**src/logic/tism_cfg.svh**
```systemverilog
// Register map, field positions and reset values of the touch interrupt,
// sleep selection and multi-touch blocking block.
// Assumes inclusion by bare name from the package and the design modules.
`ifndef TISM_CFG_SVH
`define TISM_CFG_SVH

// Register offsets on the device register port
`define TISM_ADDR_TOUCH_IRQ_EN    8'h27
`define TISM_ADDR_GPIO_IRQ_EN     8'h28
`define TISM_ADDR_SLEEP_SELECT    8'h29
`define TISM_ADDR_MULTI_CONFIG    8'h2A

// Reset values
`define TISM_RST_TOUCH_IRQ_EN     8'hFF
`define TISM_RST_GPIO_IRQ_EN      8'h00
`define TISM_RST_SLEEP_SELECT     8'h00
`define TISM_RST_MULTI_CONFIG     8'h82

// Field positions
`define TISM_BIT_GROUP            7
`define TISM_BIT_BLOCK_EN         7
`define TISM_BTN_LIMIT_HI         3
`define TISM_BTN_LIMIT_LO         2
`define TISM_GRP_LIMIT_HI         1
`define TISM_GRP_LIMIT_LO         0

// Writable bits of the multi-touch configuration; the rest read as zero
`define TISM_MULTI_CONFIG_MASK    8'h8F

// Unmapped offsets read as this value
`define TISM_UNMAPPED_READ        8'h00

`endif

```
**src/logic/tism_pkg.sv**
```systemverilog
// Types shared by the touch interrupt, sleep and multi-touch block.
// Assumes tism_cfg.svh is reachable on the include path.
`include "tism_cfg.svh"

package tism_pkg;

    // One access on the device register port
    typedef struct packed {
        logic [7:0] addr;
        logic       wr;
        logic       rd;
        logic [7:0] wdata;
    } tism_reg_req_t;

    // Grouped-sensor status flags (slide up, slide down, tap, press and hold)
    typedef struct packed {
        logic up;
        logic down;
        logic tap;
        logic pressHoldFlag;
    } tism_grp_evt_t;

    // Multiple-touch event flags
    typedef struct packed {
        logic button;
        logic group;
    } tism_mt_flags_t;

endpackage

```
**src/logic/tism_pop7.sv**
```systemverilog
// Population count of a seven-bit sensor vector.
// Assumes a purely combinational use inside the same clock domain.
`timescale 1ns/1ps

module tism_pop7 (
    // Sensor vector
    input  wire logic [6:0] bits,
    // Number of set bits
    output logic      [2:0] count
);

    // Adder tree flattened into a loop; seven inputs never exceed 3 bits
    always_comb begin
        count = 3'h0;
        for (int i = 0; i < 7; i++) begin
            count = count + {2'h0, bits[i]};
        end
    end

endmodule // tism_pop7

```
**src/logic/tism_top.sv**
```systemverilog
// Interrupt gating, Sleep sample selection and multiple-touch blocking
// for a capacitive touch controller.
// Assumes the serial management bus engine presents register accesses on
// the register port in the same clock domain, and that sensing and status
// logic feed touch and status levels synchronous to that clock.
`timescale 1ns/1ps
`include "tism_cfg.svh"

// Notes on behaviour
// - Group enable gates slide, tap, hold interrupts
// - Low bits gate button touch interrupts
// - Cleared enable keeps its source silent
// - Second enable register gates GPIO status interrupts
// - Sleep register picks sensors sampled in Sleep
// - Group sleep bit samples enabled grouped sensors
// - Button sleep bit samples that button
// - Sleep channels newly added while in Sleep get slower conversion
// - Top config bit enables multi-touch blocking
// - Accept up to limit, hold until release
// - Button limit field, flag when exceeded
// - Group limit field, flag when exceeded
module tism_top (
    // Clock and reset
    input  wire logic                    clock,
    input  wire logic                    sys_rst,
    // Register port from the management bus engine
    input  wire tism_pkg::tism_reg_req_t regReq,
    output logic                  [7:0]  regRdData,
    // Status flags from the status registers
    input  wire logic             [6:0]  buttonStatus,
    input  wire tism_pkg::tism_grp_evt_t groupStatus,
    input  wire logic             [7:0]  gpioStatus,
    // Power state and sensing front end
    input  wire logic                    sleepState,
    input  wire logic             [6:0]  groupSensorEnable,
    input  wire logic             [6:0]  buttonTouchRaw,
    input  wire logic             [6:0]  groupTouchRaw,
    input  wire logic                    conversionDone,
    // Interrupt and sensing control
    output logic                         irqOut,
    output logic                  [6:0]  buttonSampleEn,
    output logic                  [6:0]  groupSampleEn,
    output logic                  [7:0]  firstConvPending,
    // Touches passed on after blocking, and multi-touch flags
    output logic                  [6:0]  buttonTouchValid,
    output logic                  [6:0]  groupTouchValid,
    output tism_pkg::tism_mt_flags_t     multiFlags
);
    import tism_pkg::*;

    logic [7:0] touchIrqEnable;
    logic [7:0] gpioIrqEnable;
    logic [7:0] sleepSampleSelect;
    logic [7:0] multiTouchConfig;

    logic       wrTouchEn;
    logic       wrGpioEn;
    logic       wrSleep;
    logic       wrMulti;
    logic [7:0] addedChannels;

    logic       groupPending;
    logic       next_irq;
    logic       multiBlockEnable;
    logic [2:0] buttonTouchLimit;
    logic [2:0] groupTouchLimit;
    logic [6:0] effBtn;
    logic [6:0] effGrp;
    logic [6:0] keepBtn;
    logic [6:0] keepGrp;
    logic [2:0] cntBtn;
    logic [2:0] cntGrp;
    logic [2:0] cntKeepBtn;
    logic [2:0] cntKeepGrp;
    logic [6:0] next_buttonValid;
    logic [6:0] next_groupValid;
    logic [6:0] next_groupSample;

    // Address decode of writes
    assign wrTouchEn = regReq.wr && (regReq.addr == `TISM_ADDR_TOUCH_IRQ_EN);
    assign wrGpioEn  = regReq.wr && (regReq.addr == `TISM_ADDR_GPIO_IRQ_EN);
    assign wrSleep   = regReq.wr && (regReq.addr == `TISM_ADDR_SLEEP_SELECT);
    assign wrMulti   = regReq.wr && (regReq.addr == `TISM_ADDR_MULTI_CONFIG);

    // First interrupt enable register: group bit and seven button bits
    always_ff @(posedge clock or posedge sys_rst) begin
        if (sys_rst) begin
            touchIrqEnable <= `TISM_RST_TOUCH_IRQ_EN;
        end else if (wrTouchEn) begin
            touchIrqEnable <= regReq.wdata;
        end
    end

    // Second interrupt enable register: GPIO status bits, off after reset
    always_ff @(posedge clock or posedge sys_rst) begin
        if (sys_rst) begin
            gpioIrqEnable <= `TISM_RST_GPIO_IRQ_EN;
        end else if (wrGpioEn) begin
            gpioIrqEnable <= regReq.wdata;
        end
    end

    // Sleep sample selection, nothing sampled in Sleep after reset
    always_ff @(posedge clock or posedge sys_rst) begin
        if (sys_rst) begin
            sleepSampleSelect <= `TISM_RST_SLEEP_SELECT;
        end else if (wrSleep) begin
            sleepSampleSelect <= regReq.wdata;
        end
    end

    // Multi-touch configuration; unused bits are not stored so they read zero
    always_ff @(posedge clock or posedge sys_rst) begin
        if (sys_rst) begin
            multiTouchConfig <= `TISM_RST_MULTI_CONFIG;
        end else if (wrMulti) begin
            multiTouchConfig <= regReq.wdata & `TISM_MULTI_CONFIG_MASK;
        end
    end

    // Registered read data; unmapped offsets answer zero
    always_ff @(posedge clock or posedge sys_rst) begin
        if (sys_rst) begin
            regRdData <= 8'h00;
        end else if (regReq.rd) begin
            case (regReq.addr)
                `TISM_ADDR_TOUCH_IRQ_EN: regRdData <= touchIrqEnable;
                `TISM_ADDR_GPIO_IRQ_EN:  regRdData <= gpioIrqEnable;
                `TISM_ADDR_SLEEP_SELECT: regRdData <= sleepSampleSelect;
                `TISM_ADDR_MULTI_CONFIG: regRdData <= multiTouchConfig;
                default:                 regRdData <= `TISM_UNMAPPED_READ;
            endcase
        end
    end

    // Interrupt: each pending source only counts with its enable bit set
    assign groupPending = groupStatus.up | groupStatus.down | groupStatus.tap
                        | groupStatus.pressHoldFlag;
    assign next_irq = (groupPending && touchIrqEnable[`TISM_BIT_GROUP])
                    | (|(buttonStatus & touchIrqEnable[6:0]))
                    | (|(gpioStatus & gpioIrqEnable));

    // Registered so the pin never glitches while flags and enables settle
    always_ff @(posedge clock or posedge sys_rst) begin
        if (sys_rst) begin
            irqOut <= 1'b0;
        end else begin
            irqOut <= next_irq;
        end
    end

    // Sampling: awake, all buttons and enabled grouped sensors run; in Sleep
    // only the selected ones, grouped sensors still limited by their enable
    assign next_groupSample = sleepSampleSelect[`TISM_BIT_GROUP] ? groupSensorEnable : 7'h00;
    always_ff @(posedge clock or posedge sys_rst) begin
        if (sys_rst) begin
            buttonSampleEn <= 7'h7F;
            groupSampleEn  <= 7'h00;
        end else if (sleepState) begin
            buttonSampleEn <= sleepSampleSelect[6:0];
            groupSampleEn  <= next_groupSample;
        end else begin
            buttonSampleEn <= 7'h7F;
            groupSampleEn  <= groupSensorEnable;
        end
    end

    // Channels switched on in Sleep take a longer first conversion; the mark
    // clears on the next conversion, but a new addition in that cycle wins
    assign addedChannels = regReq.wdata & ~sleepSampleSelect;
    always_ff @(posedge clock or posedge sys_rst) begin
        if (sys_rst) begin
            firstConvPending <= 8'h00;
        end else if (wrSleep && sleepState) begin
            firstConvPending <= (conversionDone ? 8'h00 : firstConvPending)
                              | addedChannels;
        end else if (conversionDone) begin
            firstConvPending <= 8'h00;
        end
    end

    // Limit decode
    assign multiBlockEnable = multiTouchConfig[`TISM_BIT_BLOCK_EN];
    assign buttonTouchLimit =
        {1'b0, multiTouchConfig[`TISM_BTN_LIMIT_HI:`TISM_BTN_LIMIT_LO]} + 3'h1;
    always_comb begin
        case (multiTouchConfig[`TISM_GRP_LIMIT_HI:`TISM_GRP_LIMIT_LO])
            2'b00:   groupTouchLimit = 3'h2;
            2'b01:   groupTouchLimit = 3'h3;
            2'b10:   groupTouchLimit = 3'h4;
            default: groupTouchLimit = 3'h1;
        endcase
    end

    // Unsampled sensors cannot report a touch
    assign effBtn  = buttonTouchRaw & buttonSampleEn;
    assign effGrp  = groupTouchRaw & groupSampleEn;
    assign keepBtn = buttonTouchValid & effBtn;
    assign keepGrp = groupTouchValid & effGrp;

    tism_pop7 u_popBtn     (.bits(effBtn),  .count(cntBtn));
    tism_pop7 u_popGrp     (.bits(effGrp),  .count(cntGrp));
    tism_pop7 u_popKeepBtn (.bits(keepBtn), .count(cntKeepBtn));
    tism_pop7 u_popKeepGrp (.bits(keepGrp), .count(cntKeepGrp));

    // Held touches stay; new ones fill free slots, lowest sensor first
    function automatic logic [6:0] tism_accept(input logic [6:0] eff,
                                               input logic [6:0] keep,
                                               input logic [2:0] keepCnt,
                                               input logic [2:0] limit);
        logic [6:0] acc;
        logic [2:0] slot;
        acc  = keep;
        slot = keepCnt;
        for (int i = 0; i < 7; i++) begin
            if (eff[i] && !keep[i] && (slot < limit)) begin
                acc[i] = 1'b1;
                slot   = slot + 3'h1;
            end
        end
        return acc;
    endfunction

    // Without blocking every sampled touch passes straight on
    assign next_buttonValid = multiBlockEnable ?
        tism_accept(effBtn, keepBtn, cntKeepBtn, buttonTouchLimit) : effBtn;
    assign next_groupValid = multiBlockEnable ?
        tism_accept(effGrp, keepGrp, cntKeepGrp, groupTouchLimit) : effGrp;

    always_ff @(posedge clock or posedge sys_rst) begin
        if (sys_rst) begin
            buttonTouchValid <= 7'h00;
            groupTouchValid  <= 7'h00;
        end else begin
            buttonTouchValid <= next_buttonValid;
            groupTouchValid  <= next_groupValid;
        end
    end

    // Multi-touch event flags follow the sampled touch count, not the blocked one
    always_ff @(posedge clock or posedge sys_rst) begin
        if (sys_rst) begin
            multiFlags <= '0;
        end else begin
            multiFlags.button <= (cntBtn > buttonTouchLimit);
            multiFlags.group  <= (cntGrp > groupTouchLimit);
        end
    end
endmodule // tism_top

```
**config.mk**
```make
export PLATFORM = sky130hd
export DESIGN_NAME = tism_top
export DESIGN_NICKNAME = d
export VERILOG_FILES = /design/src/logic/tism_pkg.sv /design/src/logic/tism_pop7.sv /design/src/logic/tism_top.sv
export VERILOG_INCLUDE_DIRS = /design/src /design/src/logic
export SDC_FILE = /design/constraint.sdc
export NUM_CORES = 1
export LEC_CHECK = 0
export ABC_CLOCK_PERIOD_IN_PS = 13000
export BUFFER_PORTS_ARGS = -buffer_cell sky130_fd_sc_hd__buf_2
export CORE_MARGIN = 5
export CORE_UTILIZATION = 55
export DETAILED_ROUTE_END_ITERATION = 7
export PLACE_DENSITY = 0.88
export SETUP_SLACK_MARGIN = 0.3
export SLEW_MARGIN = 20
export SYNTH_ARGS = -nofsm -noshare
export SYNTH_HDL_FRONTEND = slang
export SYNTH_SLANG_ARGS = --single-unit
```
**constraint.sdc**
```tcl
create_clock -name clock -period 13 [get_ports clock]
set_input_delay 1.95 -clock clock [delete_from_list [all_inputs] [get_ports clock]]
set_output_delay 1.95 -clock clock [all_outputs]
set_load 0.01 [all_outputs]
```
==> flow_summary.json, run 1 <==
{
  "cp_slowest_cell": "nor4_1",
  "antenna_found_initial": 0,
  "ys_ff_latch": 76,
  "synth_nets": 738,
  "grt_pass1_vias": 5366,
  "dp_hpwl_um": 11600,
  "drv_slew": 0,
  "min_period_ps": 12560,
  "fillers": 746,
  "cts_tree": "done",
  "synth.top_cell.area_share_pct": 26.1,
  "syn_area_per_cell_um2": 9.34,
  "period_share_pct": 96.6,
  "drt_iter0_markers": 430,
  "final_nets": 863,
  "setup_violations": 0,
  "yosysWarningCount": 0,
  "globalplace.congestion": 0.976,
  "antenna_cells": 0,
  "slew_headroom_pct": 35.2,
  "grtUsageTotal_pct": 25.3,
  "ys_seq_area_share_pct": 34.0,
  "die_x_um": 111,
  "rows": 37,
  "core-area_um2": 10200,
  "syn_area_um2": 5650,
  "initial_utilization_pct": 55.5,
  "yosys.area.top_type": "dfrtp_1",
  "grt-ovfl-total": 0,
  "area_growth_syn_to_layout_pct": 22.1,
  "final_cells": 871,
  "worstSetupStartpoint": "groupTouchRaw[1]",
  "slowest_delay_ps": 560,
  "synth_ff_type": "dfrtp_1",
  "worstMarginPinSlew_ps": 972,
  "crit_fanout": 6,
  "path_common_cell": "ha_1",
  "die_area_um2": 12400,
  "critPathKind": "in2reg",
  "drc": 0,
  "fp.dieH_um": 111,
  "grt_max_degree": 77,
  "hold_start": "touchIrqEnable[4]$_DFFE_PP1P_",
  "finalInstanceArea_um2": 6900,
  "placedCellCount": 840,
  "max_freq_ghz": 0.0796,
  "async_flop_share_pct": 100,
  "viasPerCell": 6.16,
  "ios": 109,
  "vdd_drop_max_mv": 0.0686,
  "clk_pin_slew_ps": 80,
  "syn_inst": 605,
  "grt_pass1_wl_um": 25700,
  "r2r_start": "groupTouchValid[1]$_DFF_PP0_",
  "wirelength_um": 16800,
  "port_buffers": 108,
  "cts_htree_levels": 3,
  "status": "finished clean",
  "cp.arrival_ps": 12790,
  "ant_nets": 0,
  "cts_root_buffer": "clkbuf_8",
  "ys_types": 74,
  "wl_per_cell_um": 19.3,
  "synth_area_leaders": "dfrtp_1 (26%), ha_1 (13%), dfstp_2 (7.9%), nand2_1 (5.6%), fa_1 (4.3%)",
  "vias": 5364,
  "hold_class": "reg2reg",
  "drtPass1Iterations": 6,
  "skew_ps": 13.0,
  "cts.path.max_buffers": 2,
  "clk_latency_ps": 370,
  "cp-start-kind": "input pin",
  "end_kind": "flip-flop",
  "critPathRequiredTime_ps": 13240,
  "place_area_um2": 6350,
  "hold_viol": 0,
  "drive_above_1_share_pct": 31.3,
  "cap_violations": 0,
  "synth-edff-count": 0,
  "cts_buffers": 9,
  "rsz0062_at_grt": "yes",
  "leakagePower_nw": 3.53,
  "powerDensity_nw_per_um2": 101,
  "cts.sinks": 76,
  "postCtsHoldBufs": 0
}
cell usage after synthesis (all sizes together) (12+ instances only):
cell and n:
nand2 85, dfrtp 59, ha 59, inv 58, o21ai 37, a21oi 23
mux2 23, dfstp 17, nor2 17, and2 16, nand3 16, clkbuf 13
fa 12, nand2b 12, nor3 12
where the power goes:
part	switching, mW	total [mW]	leakage (nW)	internal [mW]
combinational	0.124	0.218	2.45	0.0945
clock	0.0976	0.212	0.110	0.115
sequential	0.0141	0.265	0.970	0.251
state kept, by name (all words and copies together), names as in the netlist, 2 cells and up:
name               count
firstConvPending       8
gpioIrqEnable          8
regRdData              8
sleepSampleSelect      8
touchIrqEnable         8
buttonSampleEn         7
buttonTouchValid       7
groupSampleEn          7
groupTouchValid        7
multiTouchConfig       5
multiFlags             2
path summary, 6_finish.rpt:
check	endpoint	slack, ps	depth (start not counted)
min in group asynchronous	buttonTouchValid[5]$_DFF_PP0_	1910	3
max reg2reg	groupTouchValid[6]$_DFF_PP0_	1690	48
max in group asynchronous	firstConvPending[2]$_DFF_PP0_	10460	3
min	touchIrqEnable[4]$_DFFE_PP1P_	510	2
min reg2reg	touchIrqEnable[4]$_DFFE_PP1P_	510	2
max	groupTouchValid[6]$_DFF_PP0_	440	49
layout by cell type, fill, tap and decap left out, drive strengths merged, types with 16 or more instances in the layout:
cell / netlist / final
dfrtp: 59 / 59
dfstp: 17 / 17
o21ai: 37 / 37
buf: 1 / 128
nand3: 16 / 16
nand2: 85 / 85
a21oi: 23 / 23
mux2: 23 / 23
and2: 16 / 16
inv: 58 / 59
ha: 59 / 59
nor2: 17 / 17
through the flow:
step | hold WS, ps | setup TNS, ps | total power [mW] | worst slack, ps | utilization, %
after floorplan | 463 | 0 | 0.408 | 745 | -
after global placement | 486 | -191 | 0.454 | -191 | 62.3
after detailed placement | 493 | -712 | 0.468 | -712 | 62.3
after CTS | 506 | 0 | 0.678 | 326 | 65.3
after global routing | 531 | 0 | 0.733 | 12.6 | 67.7
final | 506 | 0 | 0.696 | 442 | 67.7
area by class of cell:
type                    instances  area [um2]  share of cell area, %
well taps                     136         170                   2.47
clock inverters                 5        85.1                   1.23
inverters                      58         218                   3.16
multi-input cells             457        3670                   53.2
flip-flops and latches         76        1920                   27.9
repair buffers                128         691                   10.0
clock buffers                  11         141                   2.05
cell families (layout without fill, tap and decap cells):
family / count (synthesis) / count (layout) / synth area share, %
AND/OR/NAND/NOR: 196 / 196 / 17.7
AO/OA/AOI/OAI: 147 / 147 / 18.1
XOR/XNOR: 17 / 17 / 2.77
adder cells (fa/ha/maj): 71 / 71 / 17.3
multiplexers: 26 / 26 / 5.31
flip-flops: 76 / 76 / 34.0
buffers and inverters: 72 / 202 / 4.78
what timing repair did:
action,CTS,global route
gates resized for setup,13,27
endpoints found under the setup margin,1,2
setup buffers,1,14
hold endpoints to repair,0,0
pin swaps,1,15
critical path, delay by kind of cell:
kind,cells,cell delay (ps)
adders and majority gates,11,3600
and+or+nand+nor,16,3100
AOI/OAI and AO/OA,11,1890
muxes,3,920
xor gates and xnor gates,4,890
buffers and inverters,4,400
layer usage:
layer / track usage [%] / up-vias / share of wire, %
met2: 43.3 / 303 / 49
met5: 0 / - / 0
met1: 31.2 / 2570 / 38
li1: - / 2423 / -
met3: 3.64 / 68 / 8.0
met4: 12.5 / 0 / 4.4
Note: power is estimated with default switching activity, not from simulation.
==> run 2: changes to the inputs <==
--- a/config.mk
+++ b/config.mk
@@ -10,8 +10,10 @@
 export BUFFER_PORTS_ARGS = -buffer_cell sky130_fd_sc_hd__buf_2
 export CORE_MARGIN = 5
 export CORE_UTILIZATION = 55
+export CTS_BUF_LIST = sky130_fd_sc_hd__clkbuf_4
 export DETAILED_ROUTE_END_ITERATION = 7
 export PLACE_DENSITY = 0.88
+export RECOVER_POWER = 100
 export SETUP_SLACK_MARGIN = 0.3
 export SLEW_MARGIN = 20
 export SYNTH_ARGS = -nofsm -noshare
==> flow_summary.json, run 2 (same netlist as run 1, synthesis figures left out) <==
{
  "core-area_um2": 10200,
  "swShare_pct": 35.2,
  "placedCellCount": 840,
  "cts.sinks": 76,
  "hold_viol": 0,
  "place_area_um2": 6350,
  "grt_pass1_wl_um": 25600,
  "p_sw_uw": 229,
  "drt_iter0_markers": 343,
  "max_freq_ghz": 0.0809,
  "fillers": 805,
  "clockPowerShare_pct": 26.7,
  "antenna_cells": 0,
  "grt_pass1_vias": 5287,
  "finalInstanceArea_um2": 6710,
  "drv_slew": 77,
  "dp_hpwl_um": 11600,
  "drive_above_1_share_pct": 23.0,
  "final_util_pct": 65.8,
  "grt-ovfl-total": 0,
  "violations": "capacitance limit, slew limit",
  "end_kind": "flip-flop",
  "cts_root_buffer": "clkbuf_4",
  "cp_slowest_cell": "fa_1",
  "period_share_pct": 95.1,
  "crit_fanout": 5,
  "cts_tree": "done",
  "min_period_ps": 12360,
  "cts.path.max_buffers": 2,
  "final_common_cell": "nand2_1",
  "drtPass1Iterations": 5,
  "vias": 5221,
  "clk_pin_slew_ps": 140,
  "skew_ps": 21.3,
  "globalplace.congestion": 0.976,
  "critical-path-top-delay-family": "adder cells",
  "setup_violations": 0,
  "status": "finished with violations",
  "critPathRequiredTime_ps": 13340,
  "antenna_found_initial": 0,
  "cts_htree_levels": 3,
  "viasPerCell": 6.02,
  "pre_cts_ws_ps": -712,
  "vdd_drop_max_mv": 0.0616,
  "final_nets": 859,
  "p_int_uw": 422,
  "grtUsageTotal_pct": 25.1,
  "rows": 37,
  "path_common_cell": "ha_1",
  "clk_latency_ps": 460,
  "grt_max_degree": 77,
  "cap_violations": 1,
  "worstMarginPinSlew_ps": 4100,
  "area_growth_syn_to_layout_pct": 18.7,
  "rsz0062_at_grt": "no",
  "seqPwrFrac_pct": 40.8,
  "ant_nets": 0,
  "cts_buffers": 9,
  "leakagePower_nw": 3.30,
  "wirelength_um": 15900,
  "slowest_delay_ps": 520,
  "cp-start-kind": "input pin",
  "final_cell_mix": "nand2_1 (85), buf_2 (65), ha_1 (59), dfrtp_1 (59), inv_1 (57)",
  "whs_ps": 511,
  "drc": 0,
  "setup_slack_ps": 636,
  "postCtsHoldBufs": 0,
  "cp.arrival_ps": 12710,
  "wl_per_cell_um": 18.3,
  "die_area_um2": 12400,
  "fp.dieH_um": 111,
  "port_buffers": 108,
  "combPwrFrac_pct": 32.5,
  "powerDensity_nw_per_um2": 97.0,
  "slew_headroom_pct": -173,
  "hold_class": "reg2reg",
  "final_cells": 867,
  "ios": 109,
  "path_buf_inv": 4,
  "critPathKind": "in2reg",
  "initial_utilization_pct": 55.5,
  "die_x_um": 111
}
## run 2: per-layer routing
metal	vias up	global-route usage [%]	wire (um)
met5	-	0	0
met2	244	42.9	7800
met4	0	9.89	574
li1	2426	-	-
met3	46	4.62	1020
met1	2505	31.7	6490
## run 2: stage by stage
stage                     power (mW)  TNS [ps]
after global placement         0.454      -191
after CTS                      0.641         0
after global routing           0.689         0
final                          0.651         0
after detailed placement       0.468      -712
after floorplan                0.408         0
## run 2: final timing paths
| check | slack (ps) | cells after the start | startpoint | endpoint |
|---|---|---|---|---|
| hold / removal | 510 | 2 | touchIrqEnable[4]$_DFFE_PP1P_ | touchIrqEnable[4]$_DFFE_PP1P_ |
| max in group asynchronous | 7620 | 3 | sys_rst | gpioIrqEnable[0]$_DFFE_PP0P_ |
| hold reg to reg | 510 | 2 | touchIrqEnable[4]$_DFFE_PP1P_ | touchIrqEnable[4]$_DFFE_PP1P_ |
| setup / recovery | 640 | 45 | buttonTouchRaw[1] | buttonTouchValid[6]$_DFF_PP0_ |
| setup reg to reg | 1750 | 44 | buttonTouchValid[1]$_DFF_PP0_ | buttonTouchValid[6]$_DFF_PP0_ |
| min in group asynchronous | 3090 | 3 | sys_rst | buttonTouchValid[5]$_DFF_PP0_ |
## run 2: area by class of cell
class / instances / area [um2] / share of cell area (%)
sequential: 76 / 1920 / 28.7
tap: 136 / 170 / 2.54
multi-input combinational: 457 / 3630 / 54.2
clock buffer: 10 / 75.1 / 1.12
inverter: 58 / 218 / 3.25
clock inverter: 6 / 88.8 / 1.32
timing repair buffer: 124 / 596 / 8.88
## run 2: power by group through the flow
stage / logic, mW / registers, mW / clock network (mW)
floorplan: 0.140 / 0.267 / 0
global placement: 0.186 / 0.268 / 0
detailed placement: 0.200 / 0.268 / 0
CTS: 0.203 / 0.264 / 0.174
global route: 0.235 / 0.267 / 0.187
finish: 0.211 / 0.265 / 0.174
## run 2: what timing repair did
item	in CTS	in global routing
pin swaps	1	10
buffers inserted	1	10
gates resized for setup	12	25
cloned	0	0
setup endpoints to repair	1	2
## run 2: tightest hold or removal path: cells and delay by family, from the launching register on
family	cells	cell delay, ps
DFF	1	400
and+or+nand+nor	1	50
AOI/OAI and AO/OA	1	70
